$ cat src/teq_pkg.sv
`default_nettype none
package teq_pkg;
    // Register offsets.
    localparam logic [7:0] REPEAT_RATE_ENABLE_ADDR        = 8'h28;
    localparam logic [7:0] SIMULTANEOUS_TOUCH_CONFIG_ADDR = 8'h2A;
    localparam logic [7:0] TOUCH_PATTERN_CONFIG_ADDR      = 8'h2B;
    localparam logic [7:0] TOUCH_PATTERN_SELECT_ADDR      = 8'h2D;

    // Reset values.
    localparam logic [7:0] REPEAT_RATE_ENABLE_RST        = 8'h07;
    localparam logic [7:0] SIMULTANEOUS_TOUCH_CONFIG_RST = 8'h80;
    localparam logic [7:0] TOUCH_PATTERN_CONFIG_RST      = 8'h00;
    localparam logic [7:0] TOUCH_PATTERN_SELECT_RST      = 8'h07;

    // Field positions.
    localparam int INPUT_MASK_MSB       = 2;
    localparam int TOUCH_BLOCK_EN_BIT   = 7;
    localparam int TOUCH_LIMIT_MSB      = 3;
    localparam int TOUCH_LIMIT_LSB      = 2;
    localparam int PATTERN_EN_BIT       = 7;
    localparam int PATTERN_THR_MSB      = 3;
    localparam int PATTERN_THR_LSB      = 2;
    localparam int PATTERN_COMPARE_BIT  = 1;
    localparam int PATTERN_ALERT_BIT    = 0;

    // Simultaneous-touch limit decode.
    localparam logic [1:0] LIMIT_ONE  = 2'h1;
    localparam logic [1:0] LIMIT_TWO  = 2'h2;
    localparam logic [1:0] LIMIT_FULL = 2'h3;

    // Pattern threshold codes.
    localparam logic [1:0] PTHR_EIGHTH        = 2'h0;
    localparam logic [1:0] PTHR_QUARTER       = 2'h1;
    localparam logic [1:0] PTHR_THREE_EIGHTHS = 2'h2;

    // Timing: hold and repeat times step in 35 ms units.
    localparam int CLK_MHZ      = 250;
    localparam int TIME_UNIT_MS = 35;
    localparam int UNIT_CYCLES  = TIME_UNIT_MS * 1000 * CLK_MHZ;

    // Press classification states, Gray coded along the touch path.
    typedef enum logic [1:0] {
        TEQ_IDLE  = 2'h0,
        TEQ_SHORT = 2'h1,
        TEQ_HOLD  = 2'h3
    } teq_press_t;
endpackage
`default_nettype wire

$ cat src/teq_qualifier.sv
`timescale 1ns/1ps
`default_nettype none
module teq_qualifier #(
    parameter int UNIT_CYCLES = teq_pkg::UNIT_CYCLES
) (
    input  wire logic        clk_i,
    input  wire logic        nrst_i,
    input  wire logic [7:0]  reg_addr_i,
    input  wire logic        reg_wr_i,
    input  wire logic        reg_rd_i,
    input  wire logic [7:0]  reg_wdata_i,
    output logic      [7:0]  reg_rdata_o,
    input  wire logic        poll_tick_i,
    input  wire logic        standby_i,
    input  wire logic [2:0]  touch_det_i,
    input  wire logic [2:0]  noise_i,
    input  wire logic [23:0] delta_i,
    input  wire logic [23:0] active_thr_i,
    input  wire logic [23:0] standby_thr_i,
    input  wire logic [2:0]  irq_enable_i,
    input  wire logic [2:0]  release_irq_enable_i,
    input  wire logic [3:0]  hold_time_code_i,
    input  wire logic [3:0]  repeat_rate_code_i,
    input  wire logic        int_clear_i,
    output logic      [2:0]  touch_status_o,
    output logic             many_touch_flag_o,
    output logic             pattern_event_flag_o,
    output logic             pattern_block_o,
    output logic             int_status_o,
    output logic             alert_n_o
);
    logic [7:0]  repeat_rate_enable_r;
    logic [7:0]  simultaneous_touch_config_r;
    logic [7:0]  touch_pattern_config_r;
    logic [7:0]  touch_pattern_select_r;
    logic [2:0]  accepted_r;
    logic [2:0]  accepted_nxt;
    logic [1:0]  limit;
    logic [2:0]  qualify;
    logic [1:0]  qual_cnt;
    logic [1:0]  sel_cnt;
    logic        pattern_hit;
    logic [2:0]  effective;
    logic [2:0]  input_irq;
    logic        touch_irq;
    logic        unit_tick;
    logic [23:0] unit_cnt_r;
    logic        touch_block_enable;
    logic        pattern_detect_enable;

    ////////////////////////////////////////////////////////////////////////
    // Register writes.
    always_ff @(posedge clk_i or negedge nrst_i)
    begin
        if (!nrst_i)
        begin
            repeat_rate_enable_r        <= teq_pkg::REPEAT_RATE_ENABLE_RST;
            simultaneous_touch_config_r <= teq_pkg::SIMULTANEOUS_TOUCH_CONFIG_RST;
            touch_pattern_config_r      <= teq_pkg::TOUCH_PATTERN_CONFIG_RST;
            touch_pattern_select_r      <= teq_pkg::TOUCH_PATTERN_SELECT_RST;
        end
        else if (reg_wr_i)
        begin
            if (reg_addr_i == teq_pkg::REPEAT_RATE_ENABLE_ADDR)
                repeat_rate_enable_r <= {5'h00, reg_wdata_i[teq_pkg::INPUT_MASK_MSB:0]};
            else if (reg_addr_i == teq_pkg::SIMULTANEOUS_TOUCH_CONFIG_ADDR)
                simultaneous_touch_config_r <= {reg_wdata_i[teq_pkg::TOUCH_BLOCK_EN_BIT], 3'h0,
                    reg_wdata_i[teq_pkg::TOUCH_LIMIT_MSB:teq_pkg::TOUCH_LIMIT_LSB], 2'h0};
            else if (reg_addr_i == teq_pkg::TOUCH_PATTERN_CONFIG_ADDR)
                touch_pattern_config_r <= {reg_wdata_i[teq_pkg::PATTERN_EN_BIT], 3'h0,
                    reg_wdata_i[teq_pkg::PATTERN_THR_MSB:teq_pkg::PATTERN_ALERT_BIT]};
            else if (reg_addr_i == teq_pkg::TOUCH_PATTERN_SELECT_ADDR)
                touch_pattern_select_r <= {5'h00, reg_wdata_i[teq_pkg::INPUT_MASK_MSB:0]};
        end
    end

    // Register reads; unmapped offsets read as zero.
    always_ff @(posedge clk_i or negedge nrst_i)
    begin
        if (!nrst_i)
            reg_rdata_o <= 8'h00;
        else if (reg_rd_i)
        begin
            if (reg_addr_i == teq_pkg::REPEAT_RATE_ENABLE_ADDR)
                reg_rdata_o <= repeat_rate_enable_r;
            else if (reg_addr_i == teq_pkg::SIMULTANEOUS_TOUCH_CONFIG_ADDR)
                reg_rdata_o <= simultaneous_touch_config_r;
            else if (reg_addr_i == teq_pkg::TOUCH_PATTERN_CONFIG_ADDR)
                reg_rdata_o <= touch_pattern_config_r;
            else if (reg_addr_i == teq_pkg::TOUCH_PATTERN_SELECT_ADDR)
                reg_rdata_o <= touch_pattern_select_r;
            else
                reg_rdata_o <= 8'h00;
        end
    end

    ////////////////////////////////////////////////////////////////////////
    // Field decode.
    assign touch_block_enable    = simultaneous_touch_config_r[teq_pkg::TOUCH_BLOCK_EN_BIT];
    assign pattern_detect_enable = touch_pattern_config_r[teq_pkg::PATTERN_EN_BIT];

    // Simultaneous-touch limit: codes 10 and 11 both allow three.
    always_comb
    begin
        case (simultaneous_touch_config_r[teq_pkg::TOUCH_LIMIT_MSB:teq_pkg::TOUCH_LIMIT_LSB])
            2'h0:    limit = teq_pkg::LIMIT_ONE;
            2'h1:    limit = teq_pkg::LIMIT_TWO;
            default: limit = teq_pkg::LIMIT_FULL;
        endcase
    end

    // Scales one touch threshold by the pattern threshold code.
    function automatic logic [8:0] scale_thr(input logic [7:0] thr, input logic [1:0] code);
        logic [8:0] eighth;
        eighth = {4'h0, thr[7:3]};
        case (code)
            teq_pkg::PTHR_EIGHTH:        scale_thr = eighth;
            teq_pkg::PTHR_QUARTER:       scale_thr = {3'h0, thr[7:2]};
            teq_pkg::PTHR_THREE_EIGHTHS: scale_thr = eighth + {eighth[7:0], 1'b0};
            default:                     scale_thr = {1'b0, thr};
        endcase
    endfunction

    // Qualification of each input in the current polling cycle.
    always_comb
    begin
        qualify = 3'h0;
        for (int i = 0; i < 3; i++)
            qualify[i] = ({1'b0, delta_i[i*8 +: 8]} >
                          scale_thr(standby_i ? standby_thr_i[i*8 +: 8] : active_thr_i[i*8 +: 8],
                                    touch_pattern_config_r[teq_pkg::PATTERN_THR_MSB:teq_pkg::PATTERN_THR_LSB]))
                         | noise_i[i];
    end

    assign qual_cnt = 2'({1'b0, qualify[0]} + {1'b0, qualify[1]} + {1'b0, qualify[2]});
    assign sel_cnt  = 2'({1'b0, touch_pattern_select_r[0]} + {1'b0, touch_pattern_select_r[1]}
                         + {1'b0, touch_pattern_select_r[2]});

    // Pattern match by mode.
    assign pattern_hit = pattern_detect_enable &&
                         (touch_pattern_config_r[teq_pkg::PATTERN_COMPARE_BIT]
                          ? ((touch_pattern_select_r[2:0] & ~qualify) == 3'h0)
                          : (qual_cnt >= sel_cnt));

    // Pattern blocking follows the condition, judged each polling cycle.
    always_ff @(posedge clk_i or negedge nrst_i)
    begin
        if (!nrst_i)
            pattern_block_o <= 1'b0;
        else if (poll_tick_i)
            pattern_block_o <= pattern_hit;
    end

    // Pattern flag: set wins, cleared only by host once the condition is gone.
    always_ff @(posedge clk_i or negedge nrst_i)
    begin
        if (!nrst_i)
            pattern_event_flag_o <= 1'b0;
        else if (poll_tick_i && pattern_hit)
            pattern_event_flag_o <= 1'b1;
        else if (int_clear_i && !pattern_block_o)
            pattern_event_flag_o <= 1'b0;
    end

    ////////////////////////////////////////////////////////////////////////
    // Simultaneous-touch acceptance, filled in scan order up to the limit.
    always_comb
    begin
        logic [1:0] cnt;
        logic [2:0] base;
        cnt  = 2'h0;
        base = accepted_r & touch_det_i;
        if (!touch_block_enable)
            accepted_nxt = touch_det_i;
        else
        begin
            if ((accepted_r & ~touch_det_i) != 3'h0)
                base = 3'h0;
            accepted_nxt = base;
            for (int i = 0; i < 3; i++)
                cnt = cnt + {1'b0, base[i]};
            for (int i = 0; i < 3; i++)
            begin
                if (touch_det_i[i] && !base[i] && cnt < limit)
                begin
                    accepted_nxt[i] = 1'b1;
                    cnt             = cnt + 2'h1;
                end
            end
        end
    end

    always_ff @(posedge clk_i or negedge nrst_i)
    begin
        if (!nrst_i)
            accepted_r <= 3'h0;
        else if (poll_tick_i)
            accepted_r <= accepted_nxt;
    end

    // Many-touch flag: limit reached while others are blocked.
    always_ff @(posedge clk_i or negedge nrst_i)
    begin
        if (!nrst_i)
            many_touch_flag_o <= 1'b0;
        else if (poll_tick_i)
            many_touch_flag_o <= touch_block_enable && ((touch_det_i & ~accepted_nxt) != 3'h0);
    end

    // Inputs that count as touched after both kinds of blocking.
    assign effective = pattern_block_o ? 3'h0 : accepted_r;

    ////////////////////////////////////////////////////////////////////////
    // Time base for hold and repeat timing.
    always_ff @(posedge clk_i or negedge nrst_i)
    begin
        if (!nrst_i)
            unit_cnt_r <= 24'h000000;
        else if (unit_tick)
            unit_cnt_r <= 24'h000000;
        else
            unit_cnt_r <= unit_cnt_r + 24'h000001;
    end

    assign unit_tick = (unit_cnt_r == 24'(UNIT_CYCLES - 1));

    // Per-input press classification and repeat.
    for (genvar g = 0; g < 3; g++)
    begin : g_input
        teq_repeat_timer u_timer (
            .clk_i                (clk_i),
            .nrst_i               (nrst_i),
            .poll_tick_i          (poll_tick_i),
            .unit_tick_i          (unit_tick),
            .touched_i            (effective[g]),
            .repeat_en_i          (repeat_rate_enable_r[g]),
            .release_irq_enable_i (release_irq_enable_i[g]),
            .hold_code_i          (hold_time_code_i),
            .rate_code_i          (repeat_rate_code_i),
            .irq_o                (input_irq[g])
        );
    end

    assign touch_irq = (input_irq & irq_enable_i) != 3'h0;

    // Touch status: set on an accepted touch, host clear loses to a set.
    always_ff @(posedge clk_i or negedge nrst_i)
    begin
        if (!nrst_i)
            touch_status_o <= 3'h0;
        else
            touch_status_o <= (int_clear_i ? 3'h0 : touch_status_o)
                            | (poll_tick_i ? effective : 3'h0);
    end

    // Interrupt status drives the alert pin until the host clears it.
    always_ff @(posedge clk_i or negedge nrst_i)
    begin
        if (!nrst_i)
            int_status_o <= 1'b0;
        else if (touch_irq || (poll_tick_i && pattern_hit && !pattern_block_o
                 && touch_pattern_config_r[teq_pkg::PATTERN_ALERT_BIT]))
            int_status_o <= 1'b1;
        else if (int_clear_i)
            int_status_o <= 1'b0;
    end

    assign alert_n_o = ~int_status_o;
endmodule
`default_nettype wire

$ cat src/teq_repeat_timer.sv
`timescale 1ns/1ps
`default_nettype none
module teq_repeat_timer (
    input  wire logic       clk_i,
    input  wire logic       nrst_i,
    input  wire logic       poll_tick_i,
    input  wire logic       unit_tick_i,
    input  wire logic       touched_i,
    input  wire logic       repeat_en_i,
    input  wire logic       release_irq_enable_i,
    input  wire logic [3:0] hold_code_i,
    input  wire logic [3:0] rate_code_i,
    output logic            irq_o
);
    teq_pkg::teq_press_t state_r;
    logic                prev_r;
    logic [4:0]          hold_cnt_r;
    logic [4:0]          rate_cnt_r;
    logic                press;
    logic                release_ev;
    logic                hold_reached;
    logic                rate_reached;

    ////////////////////////////////////////////////////////////////////////
    // Edges are judged once per polling cycle.
    assign press        = poll_tick_i & touched_i & ~prev_r;
    assign release_ev   = poll_tick_i & ~touched_i & prev_r;
    assign hold_reached = unit_tick_i && (hold_cnt_r == ({1'b0, hold_code_i} + 5'h01));
    assign rate_reached = unit_tick_i && ((rate_cnt_r + 5'h01) == ({1'b0, rate_code_i} + 5'h01));

    // Touch level seen at the last polling cycle.
    always_ff @(posedge clk_i or negedge nrst_i)
    begin
        if (!nrst_i)
            prev_r <= 1'b0;
        else if (poll_tick_i)
            prev_r <= touched_i;
    end

    // Classifies short touch versus press-and-hold.
    always_ff @(posedge clk_i or negedge nrst_i)
    begin
        if (!nrst_i)
        begin
            state_r    <= teq_pkg::TEQ_IDLE;
            hold_cnt_r <= 5'h00;
            rate_cnt_r <= 5'h00;
        end
        else if (release_ev)
            state_r <= teq_pkg::TEQ_IDLE;
        else if (press)
        begin
            state_r    <= teq_pkg::TEQ_SHORT;
            hold_cnt_r <= 5'h00;
        end
        else
        begin
            case (state_r)
                teq_pkg::TEQ_SHORT:
                begin
                    if (hold_reached && repeat_en_i)
                    begin
                        state_r    <= teq_pkg::TEQ_HOLD;
                        rate_cnt_r <= 5'h00;
                    end
                    else if (unit_tick_i && hold_cnt_r != 5'h1F)
                        hold_cnt_r <= hold_cnt_r + 5'h01;
                end
                teq_pkg::TEQ_HOLD:
                begin
                    if (rate_reached)
                        rate_cnt_r <= 5'h00;
                    else if (unit_tick_i)
                        rate_cnt_r <= rate_cnt_r + 5'h01;
                end
                default:
                    state_r <= teq_pkg::TEQ_IDLE;
            endcase
        end
    end

    // One pulse per interrupt cause.
    always_ff @(posedge clk_i or negedge nrst_i)
    begin
        if (!nrst_i)
            irq_o <= 1'b0;
        else
            irq_o <= press
                   | (release_ev & ~repeat_en_i)
                   | (release_ev & (state_r == teq_pkg::TEQ_SHORT) & release_irq_enable_i)
                   | (~release_ev & ~press & (state_r == teq_pkg::TEQ_SHORT) & hold_reached
                      & repeat_en_i)
                   | (~release_ev & ~press & (state_r == teq_pkg::TEQ_HOLD) & rate_reached);
    end
endmodule
`default_nettype wire

$ cat config.mk
export PLATFORM = sky130hd
export DESIGN_NAME = teq_qualifier
export DESIGN_NICKNAME = d
export VERILOG_FILES = /design/src/teq_pkg.sv /design/src/teq_qualifier.sv /design/src/teq_repeat_timer.sv
export SDC_FILE = /design/constraint.sdc
export NUM_CORES = 1
export LEC_CHECK = 0
export ABC_AREA = 1
export BUFFER_PORTS_ARGS = -buffer_cell sky130_fd_sc_hd__buf_2
export CAP_MARGIN = 20
export CORE_MARGIN = 2
export CORE_UTILIZATION = 52
export CTS_CLUSTER_SIZE = 30
export DETAILED_ROUTE_END_ITERATION = 10
export PLACE_DENSITY = 0.78
export REMOVE_ABC_BUFFERS = 1
export SYNTH_ARGS = -nofsm -noshare
export SYNTH_HDL_FRONTEND = slang
export SYNTH_SLANG_ARGS = --single-unit
$ cat constraint.sdc
create_clock -name clk_i -period 3.7 [get_ports clk_i]
set_input_delay 0.74 -clock clk_i [delete_from_list [all_inputs] [get_ports clk_i]]
set_output_delay 0.74 -clock clk_i [all_outputs]
set_load 0.1 [all_outputs]
==> results of run 1 <==
==> sequential cells by signal, summed over array words and instances, names as in the netlist <==
register and count:
pattern_block_o 1, reg_rdata_o 5, many_touch_flag_o 1, g_input.u_timer.rate_cnt_r 15, g_input.u_timer.prev_r 3, accepted_r 3
touch_status_o 3, touch_pattern_select_r 3, repeat_rate_enable_r 3, g_input.u_timer.state_r 6, pattern_event_flag_o 1, g_input.u_timer.irq_o 3
g_input.u_timer.hold_cnt_r 15, int_status_o 1, unit_cnt_r 24, touch_pattern_config_r 5, simultaneous_touch_config_r 3
==> layout by cell type, fill, tap and decap left out, drive strengths merged, types with 8 or more instances in the layout <==
cell    count
xor2       29
inv       154
dfrtp      88
nand2     226
nand3      65
nor4        8
nand4      10
a21oi      52
o21ai      96
clkbuf     12
nor2       67
buf       216
o22ai      16
nor3       30
ha         57
a211oi      9
o211ai      8
or2        11
==> report_power, final <==
part / internal, mW / switching [mW] / total, mW
clock network: 0.545 / 0.397 / 0.943
registers: 1.15 / 0.108 / 1.25
logic: 0.467 / 0.666 / 1.13
total: 2.16 / 1.17 / 3.33
==> critical path: stages <==
cell and delay (ns):
sky130_fd_sc_hd__buf_12 0.11, sky130_fd_sc_hd__buf_8 0.13, sky130_fd_sc_hd__nand2_2 0.07, sky130_fd_sc_hd__nand2_2 0.07
sky130_fd_sc_hd__ha_2 0.19, sky130_fd_sc_hd__fa_1 0.48, sky130_fd_sc_hd__a22oi_2 0.21, sky130_fd_sc_hd__o211ai_1 0.14
sky130_fd_sc_hd__o21ai_1 0.13, sky130_fd_sc_hd__ha_1 0.28, sky130_fd_sc_hd__a21oi_2 0.13, sky130_fd_sc_hd__o21a_1 0.13
sky130_fd_sc_hd__o21ai_1 0.07, sky130_fd_sc_hd__nand3_1 0.08, sky130_fd_sc_hd__nand2_1 0.05, sky130_fd_sc_hd__nand2_1 0.06
sky130_fd_sc_hd__nand2_2 0.06, sky130_fd_sc_hd__a21oi_4 0.17, sky130_fd_sc_hd__fa_1 0.44, sky130_fd_sc_hd__ha_1 0.27
sky130_fd_sc_hd__inv_1 0.05, sky130_fd_sc_hd__nand2_1 0.05, sky130_fd_sc_hd__a211oi_2 0.19, sky130_fd_sc_hd__nor3_1 0.06
sky130_fd_sc_hd__nand2_1 0.11, sky130_fd_sc_hd__o21ai_1 0.06
==> Yosys cell counts (5+ instances only) <==
| cell | count |
|---|---|
| sky130_fd_sc_hd__nand2_1 | 220 |
| sky130_fd_sc_hd__inv_1 | 150 |
| sky130_fd_sc_hd__dfrtp_1 | 88 |
| sky130_fd_sc_hd__o21ai_0 | 82 |
| sky130_fd_sc_hd__nand3_1 | 60 |
| sky130_fd_sc_hd__nor2_1 | 58 |
| sky130_fd_sc_hd__ha_1 | 57 |
| sky130_fd_sc_hd__a21oi_1 | 52 |
| sky130_fd_sc_hd__xor2_1 | 29 |
| sky130_fd_sc_hd__nor3_1 | 27 |
| sky130_fd_sc_hd__o22ai_1 | 16 |
| sky130_fd_sc_hd__o21ai_1 | 11 |
| sky130_fd_sc_hd__clkbuf_1 | 10 |
| sky130_fd_sc_hd__or2_2 | 10 |
| sky130_fd_sc_hd__a211oi_1 | 9 |
| sky130_fd_sc_hd__nand4_1 | 8 |
| sky130_fd_sc_hd__dfstp_2 | 7 |
| sky130_fd_sc_hd__nor2_2 | 7 |
| sky130_fd_sc_hd__nor4_1 | 7 |
| sky130_fd_sc_hd__o211ai_1 | 7 |
| sky130_fd_sc_hd__a22oi_1 | 6 |
| sky130_fd_sc_hd__fa_1 | 6 |
| sky130_fd_sc_hd__nand2_2 | 6 |
| sky130_fd_sc_hd__nand3_2 | 5 |
==> cell type report <==
cell class	count	area, um^2	area share
flip-flops and latches	95	2386	0.2454
well taps	180	225.2	0.02316
multi-input cells	750	4832	0.4970
clock buffers	12	246.5	0.02535
inverters	154	590.6	0.06074
clock inverters	4	53.80	0.005533
repair buffers	216	1389	0.1428
==> worst max path at each step <==
stage,start,end,cells past startpoint
2_1_floorplan,standby_i,int_status_o,25
3_3_place_gp,standby_i,int_status_o,30
3_5_place_dp,standby_i,int_status_o,26
4_1_cts,standby_i,int_status_o,28
5_1_grt,standby_i,int_status_o,26
6_report,standby_i,int_status_o,26
==> what timing repair did <==
action / CTS / global route
setup buffers: 14 / 4
pin swaps: 49 / 32
gates cloned: 1 / 0
setup endpoints to repair: 3 / 5
resized for setup: 97 / 43
==> metrics by stage <==
stage / util / std cells / total power, mW
5_1_grt: 0.6951 / 1411 / 3.545
3_3_place_gp: 0.6302 / 1376 / 2.227
6_report: 0.6951 / 1411 / 3.331
4_1_cts: 0.6803 / 1406 / 3.277
3_5_place_dp: 0.6302 / 1376 / 2.255
2_1_floorplan: - / 999 / 1.911
==> cell families (layout without fill, tap and decap cells) <==
family | after synthesis | count (layout) | synth area share
buf+inv | 171 | 386 | 0.08891
simple gates | 430 | 430 | 0.2636
compound gates | 217 | 217 | 0.1735
other cells | 1 | 3 | 0.0004999
xor+xnor | 33 | 33 | 0.03853
flops | 95 | 95 | 0.3181
fa+ha+maj | 63 | 63 | 0.1111
mux | 4 | 4 | 0.005838
==> layer usage <==
layer	track usage	share of wire	vias up
li1	-	-	3830
met1	0.3340	0.43	3623
met2	0.4689	0.50	231
met3	0.02976	0.050	64
met4	0.1025	0.029	0
met5	0	0	-
==> out/results.txt, run 1 <==
Top FF cell, synth = sky130_fd_sc_hd__dfrtp_1
Flops & latches, synth = 95
Number of hold violations in the final report = 0
Vias per Instance = 5.491
Dpl hpwl = 14870 um
Sequential area share after synthesis = 0.3181
Detailed router's first-iteration violation count = 450
Final critical delay including setup and external delays = 4.345 ns
Main area contributors after synthesis = sky130_fd_sc_hd__dfrtp_1 29%, sky130_fd_sc_hd__nand2_1 11%, sky130_fd_sc_hd__ha_1 9.5%
GRT Resource Usage Total = 0.2661
Failing checks = setup timing
# H-tree levels = 3
Number of enable-type register cells in the synthesized netlist = 0
Post-synthesis cell type with the largest combined area = sky130_fd_sc_hd__dfrtp_1
Worst Setup End Kind = register
Power per standard cell area = 342.5 nW/um^2
Global-route wire length before repair = 32570 um
Leakage = 4.837 nW
Worst slew slack as a fraction of its limit = 0.4737
Worst-case vdd ir drop = 0.4674 mV
Number of global-route vias before repair = 7383
Net count, final = 1404
Clock network latency to the later pin of the worst-skew pair = 0.35 ns
Worst r2r path cells = 18
Final TNS setup = -1.902 ns
Cell area after synthesis = 7501 um^2
RSZ-0062 raised after global routing = yes
Grt ovf = 0
Height of the chip = 124.1 um
Ports placed on the boundary = 131
Remaining antenna violation count = 0
Worst-case clock buffer depth = 2
Share of post-route cells with drive strength above 1 = 0.2998
Arrival time worst endpoint = 4.55 ns
Mean post-synth cell area = 7.397 um^2
Number of different library cells in the post-synthesis netlist = 67
Largest net degree at the start of global routing = 86
Placement Setup Slack = -1.403 ns
Die area = 15400 um^2
Pins Over Slew Limit = 0
Number of instances in the synthesized netlist = 1014
Class of the worst hold path = primary input to asynchronous set/reset pin
Slack of the worst reg-to-reg path = -0.16 ns
Instance area at placement = 8816 um^2
Fin Hold WS = 0.2228 ns
Startpoint kind of the worst setup timing path = primary input
Required time worst endpoint = 3.91 ns
Cts bufs inserted = 9
Number of setup violations in the final report = 3
Final non-filler cell area = 9723 um^2
CTS Hold Bufs = 0
Pre-Repair DR Iteration Count = 5
FF-to-FF Start = touch_pattern_config_r[2]
CTS Root Cell = sky130_fd_sc_hd__clkbuf_16
Final wirelength = 20280 um
Clock sinks = 95
Maximum fanout along the worst path = 8
Final antenna diode count = 0
Worst flop-to-flop path endpoint = int_status_o
Filler Cells Inserted = 1129
Worst Setup Slack, final = -0.6452 ns
Effective utilization at floorplan = 0.5362
Area fraction of the dominant cell type after synthesis = 0.2936
Share of flip-flops with an asynchronous set or reset = 1.000
Crit Path Category = primary input to register
Antenna violations before repair = 0
Remaining routing DRC violations = 0
Die X-Extent = 124.1 um
Clock-pin slew on the worst setup and hold paths = 0.07 ns
Placer Congestion = 0.8960
Outcome = finished, violations left
Warning count from the yosys run = 0
FP Rows = 43
Period utilization = 1.174
Final clock skew = 0.007715 ns
Layout overhead on the synthesized area = 29.62%
Pin slew with the least headroom to its limit = 0.7822 ns
Number of buffers inserted by port buffering = 124
Vias post-DR = 7748
Reported max-cap violation count = 0
Avg WL per Cell = 14.37 um
TritonCTS clock tree = done
Achievable Freq = 230.1 MHz
Total core area = 13990 um^2
Power figures use the tool's default switching activity.
==> inputs of run 2 (changes only) <==
Settings changed: CORE_MARGIN 2 to 5.
==> run 2 against run 1 <==
  * The flow still finishes with violations (setup timing)
  * Combinational power about the same
  * Register-to-register slack got worse by 0.02 ns
  * Hold slack got worse by 0.031 ns
  * Critical path type unchanged
==> out/results.txt, run 2 (same netlist as run 1, synthesis figures left out) <==
Outcome = finished, violations left
Failing checks = setup timing
Class of the worst hold path = primary input to asynchronous set/reset pin
Die area = 16930 um^2
Number of hold violations in the final report = 0
Number of setup violations in the final report = 3
Vias post-DR = 7712
Final cell utilization of the core = 0.6997
RSZ-0062 raised after global routing = yes
Final wirelength = 21300 um
CTS Root Cell = sky130_fd_sc_hd__clkbuf_16
Worst-case clock buffer depth = 2
Largest Register = unit_cnt_r
Dpl hpwl = 15320 um
Startpoint kind of the worst setup timing path = primary input
Number of global-route vias before repair = 7462
Biggest cell delay along the critical path = 0.47 ns
Largest net degree at the start of global routing = 81
Placer Congestion = 0.9187
Pre-Repair DR Iteration Count = 7
CTS Hold Bufs = 0
Remaining routing DRC violations = 0
Clock network latency to the later pin of the worst-skew pair = 0.35 ns
Largest registers = unit_cnt_r (24), g_input.u_timer.hold_cnt_r (15), g_input.u_timer.rate_cnt_r (15)
Worst Setup Slack, final = -0.8053 ns
Layout overhead on the synthesized area = 30.49%
TritonCTS clock tree = done
Height of the chip = 130.1 um
Number of buffers inserted by port buffering = 124
Vias per Instance = 5.458
Required time worst endpoint = 3.91 ns
Remaining antenna violation count = 0
Most frequent cells in the layout = 203 x sky130_fd_sc_hd__nand2_1, 139 x sky130_fd_sc_hd__inv_1, 122 x sky130_fd_sc_hd__buf_2, 88 x sky130_fd_sc_hd__dfrtp_1, 82 x sky130_fd_sc_hd__buf_4
Final critical delay including setup and external delays = 4.505 ns
Leakage = 4.890 nW
Ports placed on the boundary = 131
Detailed router's first-iteration violation count = 461
Crit path buffers/inverters = 4
Worst Setup End Kind = register
GRT Resource Usage Total = 0.2428
Crit Path Category = primary input to register
Fin Hold WS = 0.1920 ns
Pins Over Slew Limit = 0
Total core area = 13990 um^2
Power per standard cell area = 333.1 nW/um^2
Clock-pin slew on the worst setup and hold paths = 0.07 ns
Reported max-cap violation count = 0
Clock sinks = 95
Maximum fanout along the worst path = 8
Die X-Extent = 130.1 um
Number of standard cells in the layout, taps in and fillers out = 1413
Slack of the worst reg-to-reg path = -0.18 ns
Share of post-route cells with drive strength above 1 = 0.2912
Final antenna diode count = 0
Placed cell count = 1375
Arrival time worst endpoint = 4.71 ns
Achievable Freq = 222.0 MHz
Worst slew slack as a fraction of its limit = 0.4964
Number of flip-flops under the largest register name = 24
Period utilization = 1.218
Net count, final = 1406
Final TNS setup = -2.356 ns
Final clock skew = 0.01029 ns
Worst-case vdd ir drop = 0.3876 mV
Pin slew with the least headroom to its limit = 0.7485 ns
FP Rows = 43
Global-route wire length before repair = 33600 um
Effective utilization at floorplan = 0.5362
# H-tree levels = 3
Crit path max-delay cell type = sky130_fd_sc_hd__fa_2
Avg WL per Cell = 15.07 um
Most common cell on crit path = sky130_fd_sc_hd__nand2_1
Grt ovf = 0
Antenna violations before repair = 0
Cts bufs inserted = 9
Critical path's top delay family = adder cells
Most common cell after layout, fill and taps aside = sky130_fd_sc_hd__nand2_1
## run 2: changes by cell type in the layout (fill, tap and decap cells not counted), sizes merged
cell      previous run  this run
bufinv               1         0
clkbuf              12        11
clkinv               1         7
inv                154       153
clkinvlp             2         0
buf                216       217
## run 2: path summary, 6_finish.rpt
path                                           start                 to  cells past startpoint
max reg2reg                touch_pattern_config_r[3]       int_status_o                     21
max in group asynchronous                     nrst_i      accepted_r[1]                      3
min                                           nrst_i     unit_cnt_r[20]                      1
min reg2reg                        touch_status_o[0]  touch_status_o[0]                      2
min in group clk_i                 touch_status_o[0]  touch_status_o[0]                      2
max                                        standby_i       int_status_o                     27
## run 2: per-layer routing
| layer | part of all wire | vias up | global-route usage |
|---|---|---|---|
| met4 | 0.033 | 0 | 0.09658 |
| met2 | 0.49 | 244 | 0.4140 |
| li1 | - | 3837 | - |
| met1 | 0.43 | 3561 | 0.3111 |
| met3 | 0.052 | 70 | 0.03479 |
| met5 | 0 | - | 0 |
## run 2: area by class of cell
class	instances	area, um^2
inverter	154	593.1
sequential	95	2386
multi-input combinational	750	4833
clock inverter	6	45.04
fill	1083	4200
tap	180	225.2
clock buffer	10	229.0
timing repair buffer	218	1476
## run 2: through the flow
stage               setup WS, ns  instance area (um^2)  total power [mW]
floorplan                 -1.052                  7420             1.911
global placement          -1.234                  8808             2.224
detailed placement        -1.293                  8808             2.249
CTS                      -0.6546                  9457             3.192
global route              -1.023                  9788             3.468
finish                   -0.8053                  9788             3.260
## run 2: where the power goes
group	total [mW]	leakage (nW)	switching, mW	internal [mW]
logic	1.13	3.52	0.671	0.463
clock network	0.872	0.137	0.413	0.460
registers	1.25	1.24	0.108	1.15
## run 2: what timing repair did
| action | CTS | global route |
|---|---|---|
| pin swaps | 21 | 20 |
| buffers inserted | 8 | 11 |
| cloned | 2 | 1 |
| gates resized for setup | 87 | 47 |
| setup endpoints to repair | 3 | 5 |
==> inputs of run 3 (changes only) <==
Settings changed: CORE_UTILIZATION 52 to 58, PLACE_DENSITY 0.78 to 0.82.
Clock period 3.7 ns to 4.9 ns, I/O delays scaled along.
==> run 3 against run 2 <==
  * Worst setup slack better by 0.74 ns
  * Die area shrank 9.6%
  * Sequential power decreased by 24%
  * Register-to-register slack improved by 0.99 ns
  * Clock skew rose by 0.0052 ns
  * Hold slack improved by 0.30 ns
  * Clock power down 9.5%
  * Power down 22%
  * The flow still finishes with violations (setup timing)
==> out/results.txt, run 3 (same netlist as run 1, synthesis figures left out) <==
Outcome = finished, violations left
Failing checks = setup timing
Worst Setup Slack, final = -0.06604 ns
Biggest cell delay along the critical path = 0.41 ns
Total core area = 12670 um^2
Cts bufs inserted = 9
Final critical delay including setup and external delays = 4.966 ns
FP Rows = 41
Placer Congestion = 0.9049
Achievable Freq = 201.4 MHz
TritonCTS clock tree = done
Number of hold violations in the final report = 0
Power per standard cell area = 272.6 nW/um^2
Required time worst endpoint = 5.14 ns
Pre-Repair DR Iteration Count = 5
Net count, final = 1368
Crit path buffers/inverters = 7
Crit path max-delay cell type = sky130_fd_sc_hd__or3_4
Number of buffers inserted by port buffering = 124
Number of standard cells in the layout, taps in and fillers out = 1368
Worst slew slack as a fraction of its limit = 0.4403
Placed cell count = 1337
Most common cell on crit path = sky130_fd_sc_hd__inv_2
Final clock skew = 0.01550 ns
Largest registers = unit_cnt_r (24), g_input.u_timer.hold_cnt_r (15), g_input.u_timer.rate_cnt_r (15)
Worst Setup End Kind = register
Power Internal = 1.649 mW
RSZ-0062 raised after global routing = yes
Worst-case vdd ir drop = 0.3812 mV
Class of the worst hold path = register to register
Critical path's top delay family = simple AND/OR/NAND/NOR gates
Final TNS setup = -0.1724 ns
Clock-pin slew on the worst setup and hold paths = 0.07 ns
Period utilization = 1.013
Remaining routing DRC violations = 0
Gate power share = 0.316
Most common cell after layout, fill and taps aside = sky130_fd_sc_hd__nand2_1
Switching power total = 888.7 uW
Vias post-DR = 7687
Pins Over Slew Limit = 0
Number of global-route vias before repair = 7289
Clock sinks = 95
GRT Resource Usage Total = 0.2663
Die X-Extent = 123.7 um
CTS Hold Bufs = 0
Layout overhead on the synthesized area = 24.10%
Reported max-cap violation count = 0
Startpoint kind of the worst setup timing path = primary input
Ports placed on the boundary = 131
Most frequent cells in the layout = 208 x sky130_fd_sc_hd__nand2_1, 139 x sky130_fd_sc_hd__inv_1, 122 x sky130_fd_sc_hd__buf_2, 88 x sky130_fd_sc_hd__dfrtp_1, 69 x sky130_fd_sc_hd__o21ai_0
Remaining antenna violation count = 0
Dpl hpwl = 15030 um
Share of post-route cells with drive strength above 1 = 0.2569
Filler Cells Inserted = 961
Final wirelength = 20370 um
Die area = 15310 um^2
Effective utilization at floorplan = 0.5920
Avg WL per Cell = 14.89 um
Part of the total power dissipated in sequential elements = 0.373
Sum of internal, switching and leakage power = 2.537 mW
Crit Path Category = primary input to register
Maximum fanout along the worst path = 8
Fraction of power spent switching nets = 0.3503
Number of setup violations in the final report = 3
Leakage = 4.672 nW
Largest Register = unit_cnt_r
CTS Root Cell = sky130_fd_sc_hd__clkbuf_16
Arrival time worst endpoint = 5.20 ns
Vias per Instance = 5.619
Height of the chip = 123.7 um
Number of flip-flops under the largest register name = 24
Clock network latency to the later pin of the worst-skew pair = 0.36 ns
Share of power burned in the clock network = 0.311
Antenna violations before repair = 1
Grt ovf = 0
Pin slew with the least headroom to its limit = 0.8318 ns
Worst-case clock buffer depth = 2
Global-route wire length before repair = 32620 um
Detailed router's first-iteration violation count = 577
Largest net degree at the start of global routing = 65
# H-tree levels = 3
run 3: final cells by class:
cell class	count	area, um^2	area share
clock buffer	10	239.0	0.02567
inverter	154	586.8	0.06304
clock inverter	6	97.59	0.01048
tap	172	215.2	0.02312
multi-input combinational	750	4697	0.5046
sequential	95	2386	0.2563
timing repair buffer	180	1085	0.1165
antenna	1	2.502	0.0002688
run 3: worst reg2reg max path, delay by kind of cell (launching register included):
family | cells | cell delay, ns
adder cells (fa/ha/maj) | 3 | 1.04
buffers and inverters | 3 | 0.53
AND/OR/NAND/NOR | 9 | 0.88
AO/OA/AOI/OAI | 7 | 1.02
flip-flops | 1 | 0.51
run 3: path summary, 6_finish.rpt:
path | end | startpoint | depth (start not counted) | slack, ns
worst max-delay path | pattern_block_o | standby_i | 25 | -0.07
worst min-delay path | touch_pattern_config_r[7] | touch_pattern_config_r[7] | 2 | 0.49
worst max register to register | pattern_block_o | touch_pattern_config_r[3] | 22 | 0.81
worst min register to register | touch_pattern_config_r[7] | touch_pattern_config_r[7] | 2 | 0.49
max in group asynchronous | repeat_rate_enable_r[1] | nrst_i | 2 | 3.20
min in group asynchronous | unit_cnt_r[20] | nrst_i | 1 | 0.70
run 3: per-layer routing:
| layer | vias up | track usage | routed length, um |
|---|---|---|---|
| met5 | - | 0 | 0 |
| met3 | 62 | 0.04133 | 1184 |
| met1 | 3614 | 0.3337 | 8355 |
| met2 | 246 | 0.4637 | 10230 |
| li1 | 3765 | - | - |
| met4 | 0 | 0.09896 | 607 |
run 3: per-stage QoR:
step	worst slack (ns)	utilization	hold WS (ns)	instance area, um^2
after floorplan	-0.09208	-	0.4530	7420
after global placement	-0.3904	0.6766	0.4604	8573
after detailed placement	-0.5070	0.6766	0.4669	8573
after CTS	0.002908	0.7182	0.4961	9100
after global routing	-0.2324	0.7347	0.5216	9309
final	-0.06604	0.7347	0.4908	9309
run 3: power groups by stage:
stage / registers, mW / clock network (mW) / logic (mW)
floorplan: 0.985 / 0 / 0.458
global route: 0.961 / 0.832 / 0.895
finish: 0.948 / 0.789 / 0.801
global placement: 0.954 / 0 / 0.703
detailed placement: 0.958 / 0 / 0.724
CTS: 0.945 / 0.802 / 0.762
run 3: timing repair:
item	4_1_cts	5_1_grt
buffers inserted	7	7
pin swaps	12	33
endpoints found under the hold margin	0	0
endpoints found under the setup margin	3	3
gates resized for setup	45	47
